===== src/logic/kde_pkg.sv =====
// constants, types and timing for the keypad digit entry editor
// What this block does
// - mode key held over two seconds toggles digit cursor; on shows rightmost blinking
// - digit cursor acts only while changing a value, not on parameter navigation
// - cursor off: up and left/down step the whole value
// - cursor on: up increments only the blinking digit, nine wraps to zero
// - cursor on: left/down moves the blinking position one digit left
// - cursor stays on after a confirmed value; only a long press turns it off
// - signed: leftmost digit at zero turns into a minus sign on up
// - out of range enter shows the error, then the violated limit for one second
// - rejected entry leaves the stored parameter value untouched
// - rejected entry puts the cursor back on the rightmost digit
// - frequency example: above 599.00 is rejected and 599.00 is shown
// - signed one decimal example: beyond 100.0 or -100.0 rejected, limit shown
// - two decimal signed values beyond 99.99 display with one decimal
// - two decimal signed -100.0 stepped up displays -99.99
// - digits, the minus sign and a fixed letter subset map to segments; others stay dark
// - left/down decrements normally and moves the cursor in cursor mode
package kde_pkg;

  // ==========================================================
  // timing
  localparam int CLK_HZ = 250_000_000;
  localparam int HOLD_TIME_MS = 2000;
  localparam int LIMIT_TIME_MS = 1000;
  localparam int ERR_TIME_MS = 500;
  localparam int DEBOUNCE_TIME_MS = 10;
  localparam int HOLD_CYCLES = CLK_HZ / 1000 * HOLD_TIME_MS;
  localparam int LIMIT_CYCLES = CLK_HZ / 1000 * LIMIT_TIME_MS;
  localparam int ERR_CYCLES = CLK_HZ / 1000 * ERR_TIME_MS;
  localparam int DEBOUNCE_CYCLES = CLK_HZ / 1000 * DEBOUNCE_TIME_MS;

  // ==========================================================
  // value format: five decimal digits plus sign, in least-step units
  localparam int NDIG = 5;
  localparam int LEFT_DIG = 4;
  localparam int MAX_MAG = 99999;
  localparam int TWO_DEC_MAG = 9999;
  localparam int SHIFT_DP_POS = 1;

  // example parameters, in least-step units
  localparam int FREQ_MAX = 59900;
  localparam int FREQ_DEFAULT = 6000;
  localparam int S1_MAX = 1000;
  localparam int S1_MIN = -1000;
  localparam int S1_DEFAULT = 0;
  localparam int S2_MAX = 10000;
  localparam int S2_MIN = -10000;
  localparam int S2_DEFAULT = -10000;

  // ==========================================================
  // character codes (ascii)
  localparam logic [7:0] CH_MINUS = 8'h2d;
  localparam logic [7:0] CH_E = 8'h45;
  localparam logic [7:0] CH_R = 8'h72;
  localparam logic [3:0] CH_DIGIT_HI = 4'h3;

  // ==========================================================
  // types
  typedef logic signed [17:0] kde_val_t;
  typedef logic [NDIG-1:0][3:0] kde_digits_t;

  typedef struct packed {
    kde_val_t value;
    kde_val_t min;
    kde_val_t max;
    logic is_signed;
    logic [1:0] decimals;
  } kde_param_t;

  typedef struct packed {
    logic up;
    logic down;
    logic mode;
    logic enter;
  } kde_keys_t;

  // segments gfedcba, position 5 leftmost
  typedef struct packed {
    logic [5:0][6:0] seg;
    logic [5:0] dp;
    logic [5:0] blink;
  } kde_disp_t;

  typedef enum logic [2:0] {
    KDE_EDIT = 3'b001,
    KDE_ERR = 3'b010,
    KDE_LIMIT = 3'b100
  } kde_state_t;

endpackage


===== src/logic/kde_editor.sv =====
// digit-by-digit parameter value editor behind keypad and seven-segment display
`timescale 1ns/10ps
module kde_editor #(
  parameter int HOLD_CNT = kde_pkg::HOLD_CYCLES,
  parameter int LIMIT_CNT = kde_pkg::LIMIT_CYCLES,
  parameter int ERR_CNT = kde_pkg::ERR_CYCLES,
  parameter int DEBOUNCE_CNT = kde_pkg::DEBOUNCE_CYCLES
) (
  // clock and reset
  input wire logic clock_in,
  input wire logic nrst_in,
  // keypad
  input wire kde_pkg::kde_keys_t keys_in,
  // parameter under edit
  input wire logic edit_active_in,
  input wire logic load_in,
  input wire kde_pkg::kde_param_t param_in,
  // results
  output logic commit_out,
  output kde_pkg::kde_val_t commit_value_out,
  output logic nav_up_out,
  output logic nav_down_out,
  output logic mode_short_out,
  output logic cursor_mode_out,
  output logic error_out,
  // display
  output kde_pkg::kde_disp_t disp_out
);
  import kde_pkg::*;

  typedef struct packed {
    kde_state_t st;
    logic cur_on;
    logic [2:0] cursor;
    logic neg;
    kde_digits_t dig;
    logic [31:0] hold_cnt;
    logic fired;
    logic mode_prev;
    logic [31:0] tmr;
    logic lim_neg;
    kde_digits_t lim_dig;
    logic commit;
    kde_val_t commit_val;
    logic nav_up;
    logic nav_dn;
    logic mode_short;
    kde_disp_t disp;
  } kde_core_t;

  kde_core_t s;
  kde_core_t next_s;

  logic [3:0] key_lvl;
  logic [3:0] key_prs;
  kde_keys_t kl;
  kde_keys_t kp;

  // ==========================================================
  // key filters
  for (genvar k = 0; k < 4; k++)
  begin : g_key
    kde_debounce #(
      .COUNT(DEBOUNCE_CNT)
    ) u_deb (
      .clock_in(clock_in),
      .nrst_in(nrst_in),
      .key_in(keys_in[k]),
      .level_out(key_lvl[k]),
      .press_out(key_prs[k])
    );
  end

  assign kl = kde_keys_t'(key_lvl);
  assign kp = kde_keys_t'(key_prs);

  // ==========================================================
  // helpers
  function automatic kde_digits_t to_bcd(input logic [16:0] mag);
    kde_digits_t d;
    logic [16:0] m;
    m = mag;
    for (int i = 0; i < NDIG; i++)
    begin
      d[i] = 4'(m % 17'd10);
      m = m / 17'd10;
    end
    return d;
  endfunction

  function automatic logic [16:0] from_bcd(input kde_digits_t d);
    logic [16:0] v;
    v = '0;
    for (int i = NDIG - 1; i >= 0; i--)
      v = 17'(v * 17'd10 + 17'(d[i]));
    return v;
  endfunction

  function automatic kde_val_t sval(input logic neg, input kde_digits_t d);
    kde_val_t m;
    m = kde_val_t'({1'b0, from_bcd(d)});
    return neg ? -m : m;
  endfunction

  function automatic logic [16:0] mag_of(input kde_val_t v);
    kde_val_t a;
    a = (v < 0) ? -v : v;
    return a[16:0];
  endfunction

  // unsupported characters return a dark pattern
  function automatic logic [6:0] seg_of(input logic [7:0] ch);
    logic [6:0] p;
    unique case (ch)
      8'h30: p = 7'h3f;
      8'h31: p = 7'h06;
      8'h32: p = 7'h5b;
      8'h33: p = 7'h4f;
      8'h34: p = 7'h66;
      8'h35: p = 7'h6d;
      8'h36: p = 7'h7d;
      8'h37: p = 7'h07;
      8'h38: p = 7'h7f;
      8'h39: p = 7'h6f;
      8'h41: p = 7'h77;
      8'h62: p = 7'h7c;
      8'h43: p = 7'h39;
      8'h63: p = 7'h58;
      8'h64: p = 7'h5e;
      8'h45: p = 7'h79;
      8'h46: p = 7'h71;
      8'h48: p = 7'h76;
      8'h68: p = 7'h74;
      8'h4c: p = 7'h38;
      8'h6e: p = 7'h54;
      8'h6f: p = 7'h5c;
      8'h50: p = 7'h73;
      8'h71: p = 7'h67;
      8'h72: p = 7'h50;
      8'h53: p = 7'h6d;
      8'h74: p = 7'h78;
      8'h55: p = 7'h3e;
      8'h75: p = 7'h1c;
      8'h79: p = 7'h6e;
      8'h2d: p = 7'h40;
      default: p = 7'h00;
    endcase
    return p;
  endfunction

  function automatic kde_disp_t render(input logic neg, input kde_digits_t dig,
                                       input logic [1:0] dec, input logic sgn,
                                       input logic cur_on, input logic [2:0] cursor);
    kde_disp_t d;
    logic shift;
    d = '0;
    // large two-decimal signed values drop the hundredths digit
    shift = sgn && (dec == 2'd2) && (from_bcd(dig) > 17'(TWO_DEC_MAG));
    if (shift)
    begin
      d.seg[4] = neg ? seg_of(CH_MINUS) : 7'h00;
      for (int i = 0; i < NDIG - 1; i++)
        d.seg[i] = seg_of({CH_DIGIT_HI, dig[i+1]});
      d.dp[SHIFT_DP_POS] = 1'b1;
      // the hidden hundredths digit cannot blink
      if (cur_on && cursor != 3'd0)
        d.blink[cursor - 3'd1] = 1'b1;
    end
    else
    begin
      d.seg[5] = neg ? seg_of(CH_MINUS) : 7'h00;
      for (int i = 0; i < NDIG; i++)
        d.seg[i] = seg_of({CH_DIGIT_HI, dig[i]});
      if (dec != 2'd0)
        d.dp[dec] = 1'b1;
      if (cur_on)
        d.blink[cursor] = 1'b1;
    end
    return d;
  endfunction

  function automatic kde_val_t clamp_step(input kde_val_t v, input logic up, input logic sgn);
    kde_val_t r;
    r = up ? v + 18'sd1 : v - 18'sd1;
    if (r > kde_val_t'(MAX_MAG))
      r = kde_val_t'(MAX_MAG);
    if (r < (sgn ? -kde_val_t'(MAX_MAG) : 18'sd0))
      r = sgn ? -kde_val_t'(MAX_MAG) : 18'sd0;
    return r;
  endfunction

  // ==========================================================
  // editor
  kde_val_t cur_val;
  kde_val_t step_val;

  always_comb
  begin
    cur_val = sval(s.neg, s.dig);
    step_val = cur_val;
    next_s = s;
    next_s.commit = 1'b0;
    next_s.nav_up = 1'b0;
    next_s.nav_dn = 1'b0;
    next_s.mode_short = 1'b0;
    next_s.mode_prev = kl.mode;

    // mode hold: toggles once per hold, a short press is passed on at release
    if (kl.mode)
    begin
      if (s.hold_cnt != 32'(HOLD_CNT))
        next_s.hold_cnt = s.hold_cnt + 32'h0000_0001;
      else if (!s.fired)
      begin
        next_s.fired = 1'b1;
        next_s.cur_on = !s.cur_on;
        next_s.cursor = '0;
      end
    end
    else
    begin
      next_s.hold_cnt = '0;
      next_s.fired = 1'b0;
      if (s.mode_prev && !s.fired)
        next_s.mode_short = 1'b1;
    end

    unique case (s.st)
      KDE_EDIT:
      begin
        if (load_in)
        begin
          next_s.neg = param_in.value < 0;
          next_s.dig = to_bcd(mag_of(param_in.value));
          next_s.cursor = '0;
        end
        else if (!edit_active_in)
        begin
          // navigation keys never see the digit cursor
          next_s.nav_up = kp.up;
          next_s.nav_dn = kp.down;
        end
        else if (kp.enter)
        begin
          if (cur_val > param_in.max)
          begin
            next_s.st = KDE_ERR;
            next_s.tmr = '0;
            next_s.lim_neg = param_in.max < 0;
            next_s.lim_dig = to_bcd(mag_of(param_in.max));
          end
          else if (cur_val < param_in.min)
          begin
            next_s.st = KDE_ERR;
            next_s.tmr = '0;
            next_s.lim_neg = param_in.min < 0;
            next_s.lim_dig = to_bcd(mag_of(param_in.min));
          end
          else
          begin
            // cursor mode is left as it is
            next_s.commit = 1'b1;
            next_s.commit_val = cur_val;
          end
        end
        else if (kp.up)
        begin
          if (!s.cur_on)
          begin
            step_val = clamp_step(cur_val, 1'b1, param_in.is_signed);
            next_s.neg = step_val < 0;
            next_s.dig = to_bcd(mag_of(step_val));
          end
          else if (s.cursor == 3'(LEFT_DIG) && param_in.is_signed && s.dig[LEFT_DIG] == 4'h0)
          begin
            // leftmost zero goes to minus, minus goes on to one
            next_s.neg = !s.neg;
            if (s.neg)
              next_s.dig[LEFT_DIG] = 4'h1;
          end
          else
          begin
            next_s.dig[s.cursor] = (s.dig[s.cursor] == 4'h9) ? 4'h0
                                   : s.dig[s.cursor] + 4'h1;
          end
        end
        else if (kp.down)
        begin
          if (!s.cur_on)
          begin
            step_val = clamp_step(cur_val, 1'b0, param_in.is_signed);
            next_s.neg = step_val < 0;
            next_s.dig = to_bcd(mag_of(step_val));
          end
          else
          begin
            next_s.cursor = (s.cursor == 3'(LEFT_DIG)) ? 3'd0
                            : s.cursor + 3'd1;
          end
        end
      end
      KDE_ERR:
      begin
        if (s.tmr >= 32'(ERR_CNT - 1))
        begin
          next_s.st = KDE_LIMIT;
          next_s.tmr = '0;
        end
        else
          next_s.tmr = s.tmr + 32'h0000_0001;
      end
      KDE_LIMIT:
      begin
        if (s.tmr >= 32'(LIMIT_CNT - 1))
        begin
          // the stored value was never replaced, so reload it
          next_s.st = KDE_EDIT;
          next_s.tmr = '0;
          next_s.neg = param_in.value < 0;
          next_s.dig = to_bcd(mag_of(param_in.value));
          next_s.cursor = '0;
        end
        else
          next_s.tmr = s.tmr + 32'h0000_0001;
      end
    endcase

    if (next_s.st == KDE_ERR)
    begin
      next_s.disp = '0;
      next_s.disp.seg[2] = seg_of(CH_E);
      next_s.disp.seg[1] = seg_of(CH_R);
      next_s.disp.seg[0] = seg_of(CH_R);
    end
    else if (next_s.st == KDE_LIMIT)
      next_s.disp = render(next_s.lim_neg, next_s.lim_dig, param_in.decimals,
                           param_in.is_signed, 1'b0, 3'd0);
    else
      next_s.disp = render(next_s.neg, next_s.dig, param_in.decimals,
                           param_in.is_signed, next_s.cur_on, next_s.cursor);
  end

  always_ff @(posedge clock_in)
  begin
    if (!nrst_in)
    begin
      s <= '0;
      s.st <= KDE_EDIT;
    end
    else
      s <= next_s;
  end

  // ==========================================================
  // outputs
  assign commit_out = s.commit;
  assign commit_value_out = s.commit_val;
  assign nav_up_out = s.nav_up;
  assign nav_down_out = s.nav_dn;
  assign mode_short_out = s.mode_short;
  assign cursor_mode_out = s.cur_on;
  assign error_out = (s.st != KDE_EDIT);
  assign disp_out = s.disp;
endmodule


===== src/logic/kde_debounce.sv =====
// key synchroniser and debouncer with one-cycle press pulse
`timescale 1ns/10ps
module kde_debounce #(
  parameter int COUNT = kde_pkg::DEBOUNCE_CYCLES
) (
  // clock and reset
  input wire logic clock_in,
  input wire logic nrst_in,
  // raw key
  input wire logic key_in,
  // filtered key
  output logic level_out,
  output logic press_out
);
  import kde_pkg::*;

  typedef struct packed {
    logic sync1;
    logic sync2;
    logic level;
    logic press;
    logic [31:0] cnt;
  } kde_deb_t;

  kde_deb_t s;
  kde_deb_t next_s;

  // ==========================================================
  // filter
  always_comb
  begin
    next_s = s;
    next_s.sync1 = key_in;
    next_s.sync2 = s.sync1;
    next_s.press = 1'b0;
    if (s.sync2 == s.level)
    begin
      next_s.cnt = '0;
    end
    else if (s.cnt >= 32'(COUNT - 1))
    begin
      // level must differ for COUNT cycles before it is believed
      next_s.level = s.sync2;
      next_s.cnt = '0;
      next_s.press = s.sync2;
    end
    else
    begin
      next_s.cnt = s.cnt + 32'h0000_0001;
    end
  end

  always_ff @(posedge clock_in)
  begin
    if (!nrst_in)
      s <= '0;
    else
      s <= next_s;
  end

  assign level_out = s.level;
  assign press_out = s.press;
endmodule


===== config.mk =====
export PLATFORM = sky130hd
export DESIGN_NAME = kde_editor
export DESIGN_NICKNAME = d
export VERILOG_FILES = /design/src/logic/kde_pkg.sv /design/src/logic/kde_editor.sv /design/src/logic/kde_debounce.sv
export SDC_FILE = /design/constraint.sdc
export NUM_CORES = 2
export LEC_CHECK = 0
export BUFFER_PORTS_ARGS = -buffer_cell sky130_fd_sc_hd__buf_4
export CAP_MARGIN = 10
export CORE_MARGIN = 2
export CORE_UTILIZATION = 40
export CTS_CLUSTER_DIAMETER = 200
export DETAILED_ROUTE_END_ITERATION = 12
export GPL_TIMING_DRIVEN = 0
export PLACE_DENSITY = 0.64
export SKIP_LAST_GASP = 1
export SLEW_MARGIN = 20
export SYNTH_ARGS = -nofsm -noshare
export SYNTH_HDL_FRONTEND = slang
export SYNTH_SLANG_ARGS = --single-unit

===== constraint.sdc =====
create_clock -name clock_in -period 79.8 [get_ports clock_in]
set_input_delay 15.96 -clock clock_in [delete_from_list [all_inputs] [get_ports clock_in]]
set_output_delay 15.96 -clock clock_in [all_outputs]
set_load 0.1 [all_outputs]

==> results.md <==
- Outcome: finished clean
- Clock tree from TritonCTS: yes
- Reg-to-Reg End: disp_out[45]$_SDFF_PP0_
- Layout Nets: between 8000 and 9000
- Number of placement rows: 134
- Count of maximum capacitance violations: 0
- Post-synthesis sequential element count: ~330
- Category of the worst setup path capture point: flop
- Area Growth Syn to Fin: 8.729%
- First drt pass iteration count: 7
- GR Overflow Total: 0
- CTS buffer count: 35
- Max Transition Viols Final: 0
- Detailed-route wire length per cell: 19.02 µm
- Utilization after layout: a little over two fifths
- Worst r2r path cells: 120
- Gate Count Post-Synth: ~7600
- Clock transition time at the flip-flop clock pins of the worst setup and hold paths: 0.07 ns
- Floorplan die area: around 0.14 mm²
- Total wire length: roughly 180000 µm
- Number of global-route vias before repair: 53650
- Detailed-route DRC error count: 0
- Post-CTS repair timing setup buffer count: 0
- Top-level I/O count: ~140
- Tightest Pin Transition: 1.220 ns
- Delay of the slowest cell on the worst path: 0.82 ns
- HPWL after detailed placement: between 100000 and 150000 µm
- Pin count of the biggest net entering global routing: 23
- Starting Density: between 40% and 50%
- Worst reg-to-reg setup slack: 44.24 ns
- Crit path buffers/inverters: 12
- Worst hold path endpoint: g_key[2].u_deb.s[34]$_SDFF_PN0_
- Std-Cell Core Area: around 0.13 mm²
- Peak fanout along the critical path: 22
- Routability-driven placement congestion ratio: between 1 and 1.5
- Violation count after the first detailed-routing iteration: 6296
- Setup-violating endpoint count in the final report: 0
- Most used DFF post-synth: sky130_fd_sc_hd__dfxtp_1
- Via count of the routed design: around 59000
- TritonCTS sink count: ~330
- First-pass GRT wire length: just under 300000 µm
- Family with the most delay on the worst path: compound AO/OA/AOI/OAI gates
- Number of hold-slack violations in the final timing report: 0
- Maximum clock insertion buffer count: 3
- Maximum operating frequency: ~0.025 GHz
- H-tree levels: 2
- Met1 Usage GRT: 35.16%
- Ys Warns: 0
- Number of buffers added to fix hold violations after cts: 0
- Initial antenna violation count: 4
- Critical Path Source Type: input pin
- Non-Filler Cell Area, Final: roughly 0.06 mm²
- Critical path start-end classification: in -> reg
- Post-synth top area cell: sky130_fd_sc_hd__dfxtp_1
- Critical hold path startpoint: g_key[2].u_deb.next_s[34]$_SDFF_PN0_
- Period Utilization, post-route: between 50% and 60%
- Cell types with the largest area share after synthesis: sky130_fd_sc_hd__dfxtp_1 (12%), sky130_fd_sc_hd__ha_1 (9.3%), sky130_fd_sc_hd__xnor2_1 (6.6%), sky130_fd_sc_hd__nor2_1 (6.0%), sky130_fd_sc_hd__a21oi_1 (4.9%)
- Gr usage total: between 20 and 30%
- Unrepaired setup endpoints after global routing: false
- Sequential share of the synthesized area: between 10% and 20%
- Number of routed nets with antenna violations: 0
- Hold path depth: 1
- Number of distinct library cells after synthesis: around 150
- Slowest-stage cell, CP: sky130_fd_sc_hd__o41ai_1
- Horizontal extent of the die: 370.2 µm
- Crit-path most repeated cell: sky130_fd_sc_hd__ha_1
- Worst setup skew after layout: 0.01720 ns
- Data required time of the critical path: roughly 80 ns
- Slew Limit Headroom: 18.66%
- Fraction of post-synthesis cell area in the top cell type by area: between 10% and 20%
- Clock latency on the worst-skew pair: between 0.5 and 0.6 ns
- Final WS setup: 39.80 ns
- Post-DP Area: between 0.05 and 0.06 mm²
- Setup TNS: 0 ns
- Number of gates resized after CTS: 0
- Setup slack at placement: around 40 ns
- GR Util met2: between 40% and 50%
- Root Buffer Master: sky130_fd_sc_hd__clkbuf_16
- Post-synth EDFFs: 0
- Mean number of vias per cell: just over 6
- Origin of the critical flop-to-flop path: s[180]$_SDFF_PN0_
- Data arrival time of the worst path: between 40 and 50 ns
- Fin crit period: ~40 ns
- Port buffer count: about 130
- Combined area of all synthesized cells: 0.05365 mm²
- Global-route layer with the greatest usage: met2
- Fraction of layout cells with a size suffix above 1: 7.513%
- Class of the worst hold path: reg -> reg
- Syn_area_per_cell: about 7.0 µm²
- Global Route met3 Usage: around 2.3%
- Die H: roughly 370 µm
- Async set-reset flop share out of synthesis: 0%
==> metal layers <==
layer | routed length (µm) | part of all wire (%)
met1 | 83670 | 46
met2 | 81680 | 44
met3 | 11500 | 6.3
met4 | 6907 | 3.8
met5 | 20 | 0.011
==> stage by stage <==
stage               hold slack [ns]  cells
floorplan                    0.4085   7699
global placement             0.4150   9596
detailed placement           0.4217   9596
CTS                          0.4392   9660
global route                 0.4540   9661
finish                       0.4362   9662
==> worst max-delay path by stage <==
stage / start / endpoint / slack (ns) / cells past startpoint
final: param_in[2] / disp_out[45]$_SDFF_PP0_ / 39.80 / 86
after global routing: param_in[2] / disp_out[18]$_SDFF_PN0_ / 38.37 / 85
after CTS: param_in[2] / disp_out[16]$_SDFF_PN0_ / 40.43 / 86
after detailed placement: param_in[2] / disp_out[16]$_SDFF_PN0_ / 39.97 / 86
after global placement: param_in[2] / disp_out[16]$_SDFF_PN0_ / 40.04 / 84
after floorplan: param_in[2] / disp_out[22]$_SDFF_PP0_ / 45.31 / 88
==> cell families after synthesis <==
group | after synthesis | synth area share [%]
other | 1 | 0.006989
AOI/OAI and AO/OA | 2515 | 32.71
adders and majority gates | 454 | 10.77
muxes | 148 | 2.924
DFF | 325 | 12.13
xor gates and xnor gates | 590 | 9.841
and+or+nand+nor | 2859 | 25.61
buffers and inverters | 756 | 6.007
==> synthesized netlist by cell type (all sizes together) (120+ instances only) <==
| cell | n |
|---|---|
| nor2 | 857 |
| nand2 | 680 |
| a21oi | 536 |
| o21ai | 497 |
| xnor2 | 406 |
| ha | 397 |
| inv | 343 |
| dfxtp | 325 |
| nand3 | 304 |
| clkbuf | 256 |
| nor3 | 249 |
| xor2 | 180 |
| buf | 146 |
| o211ai | 142 |
| a211oi | 127 |
| a31oi | 125 |
| nand4 | 120 |
==> cell usage in the layout (no fill, tap or decap), drive strengths merged, types with 49 or more instances in the layout <==
master    n
and3     82
buf     275
o211ai  142
nor3    249
nand3   304
clkbuf  296
mux2i   106
a31oi   125
o21a     70
nor4     94
a21oi   536
nand2   680
inv     347
dfxtp   325
and2     93
xnor2   406
nand4   120
o21ai   497
conb     52
a21o    102
o22ai    86
a22oi    50
or3      80
nand2b   77
nor2    857
nor2b    60
o31ai    76
o21bai   49
a211oi  127
ha      397
xor2    180
==> registers in the layout, indices dropped and copies added, names as in the netlist, 3 cells and up <==
signal	count
g_key.u_deb.s	132
s	114
disp_out	45
commit_value_out	18
g_key.u_deb.level_out	4
g_key.u_deb.next_s	4
g_key.u_deb.press_out	3
==> area by class of cell <==
class / instances / area [µm²]
inverter: 354 / 1329
buffer: 402 / 1896
multi-input combinational: 6618 / 44180
antenna: 1 / 2.502
tap: 1768 / 2212
clock buffer: 39 / 900.9
timing repair buffer: 130 / 975.9
fill: 13930 / 74950
clock inverter: 25 / 339.1
sequential: 325 / 6506
Power is left out: the tool's default activity adds up to more than one toggle a clock period on the data nets, which glitch-free logic cannot reach.
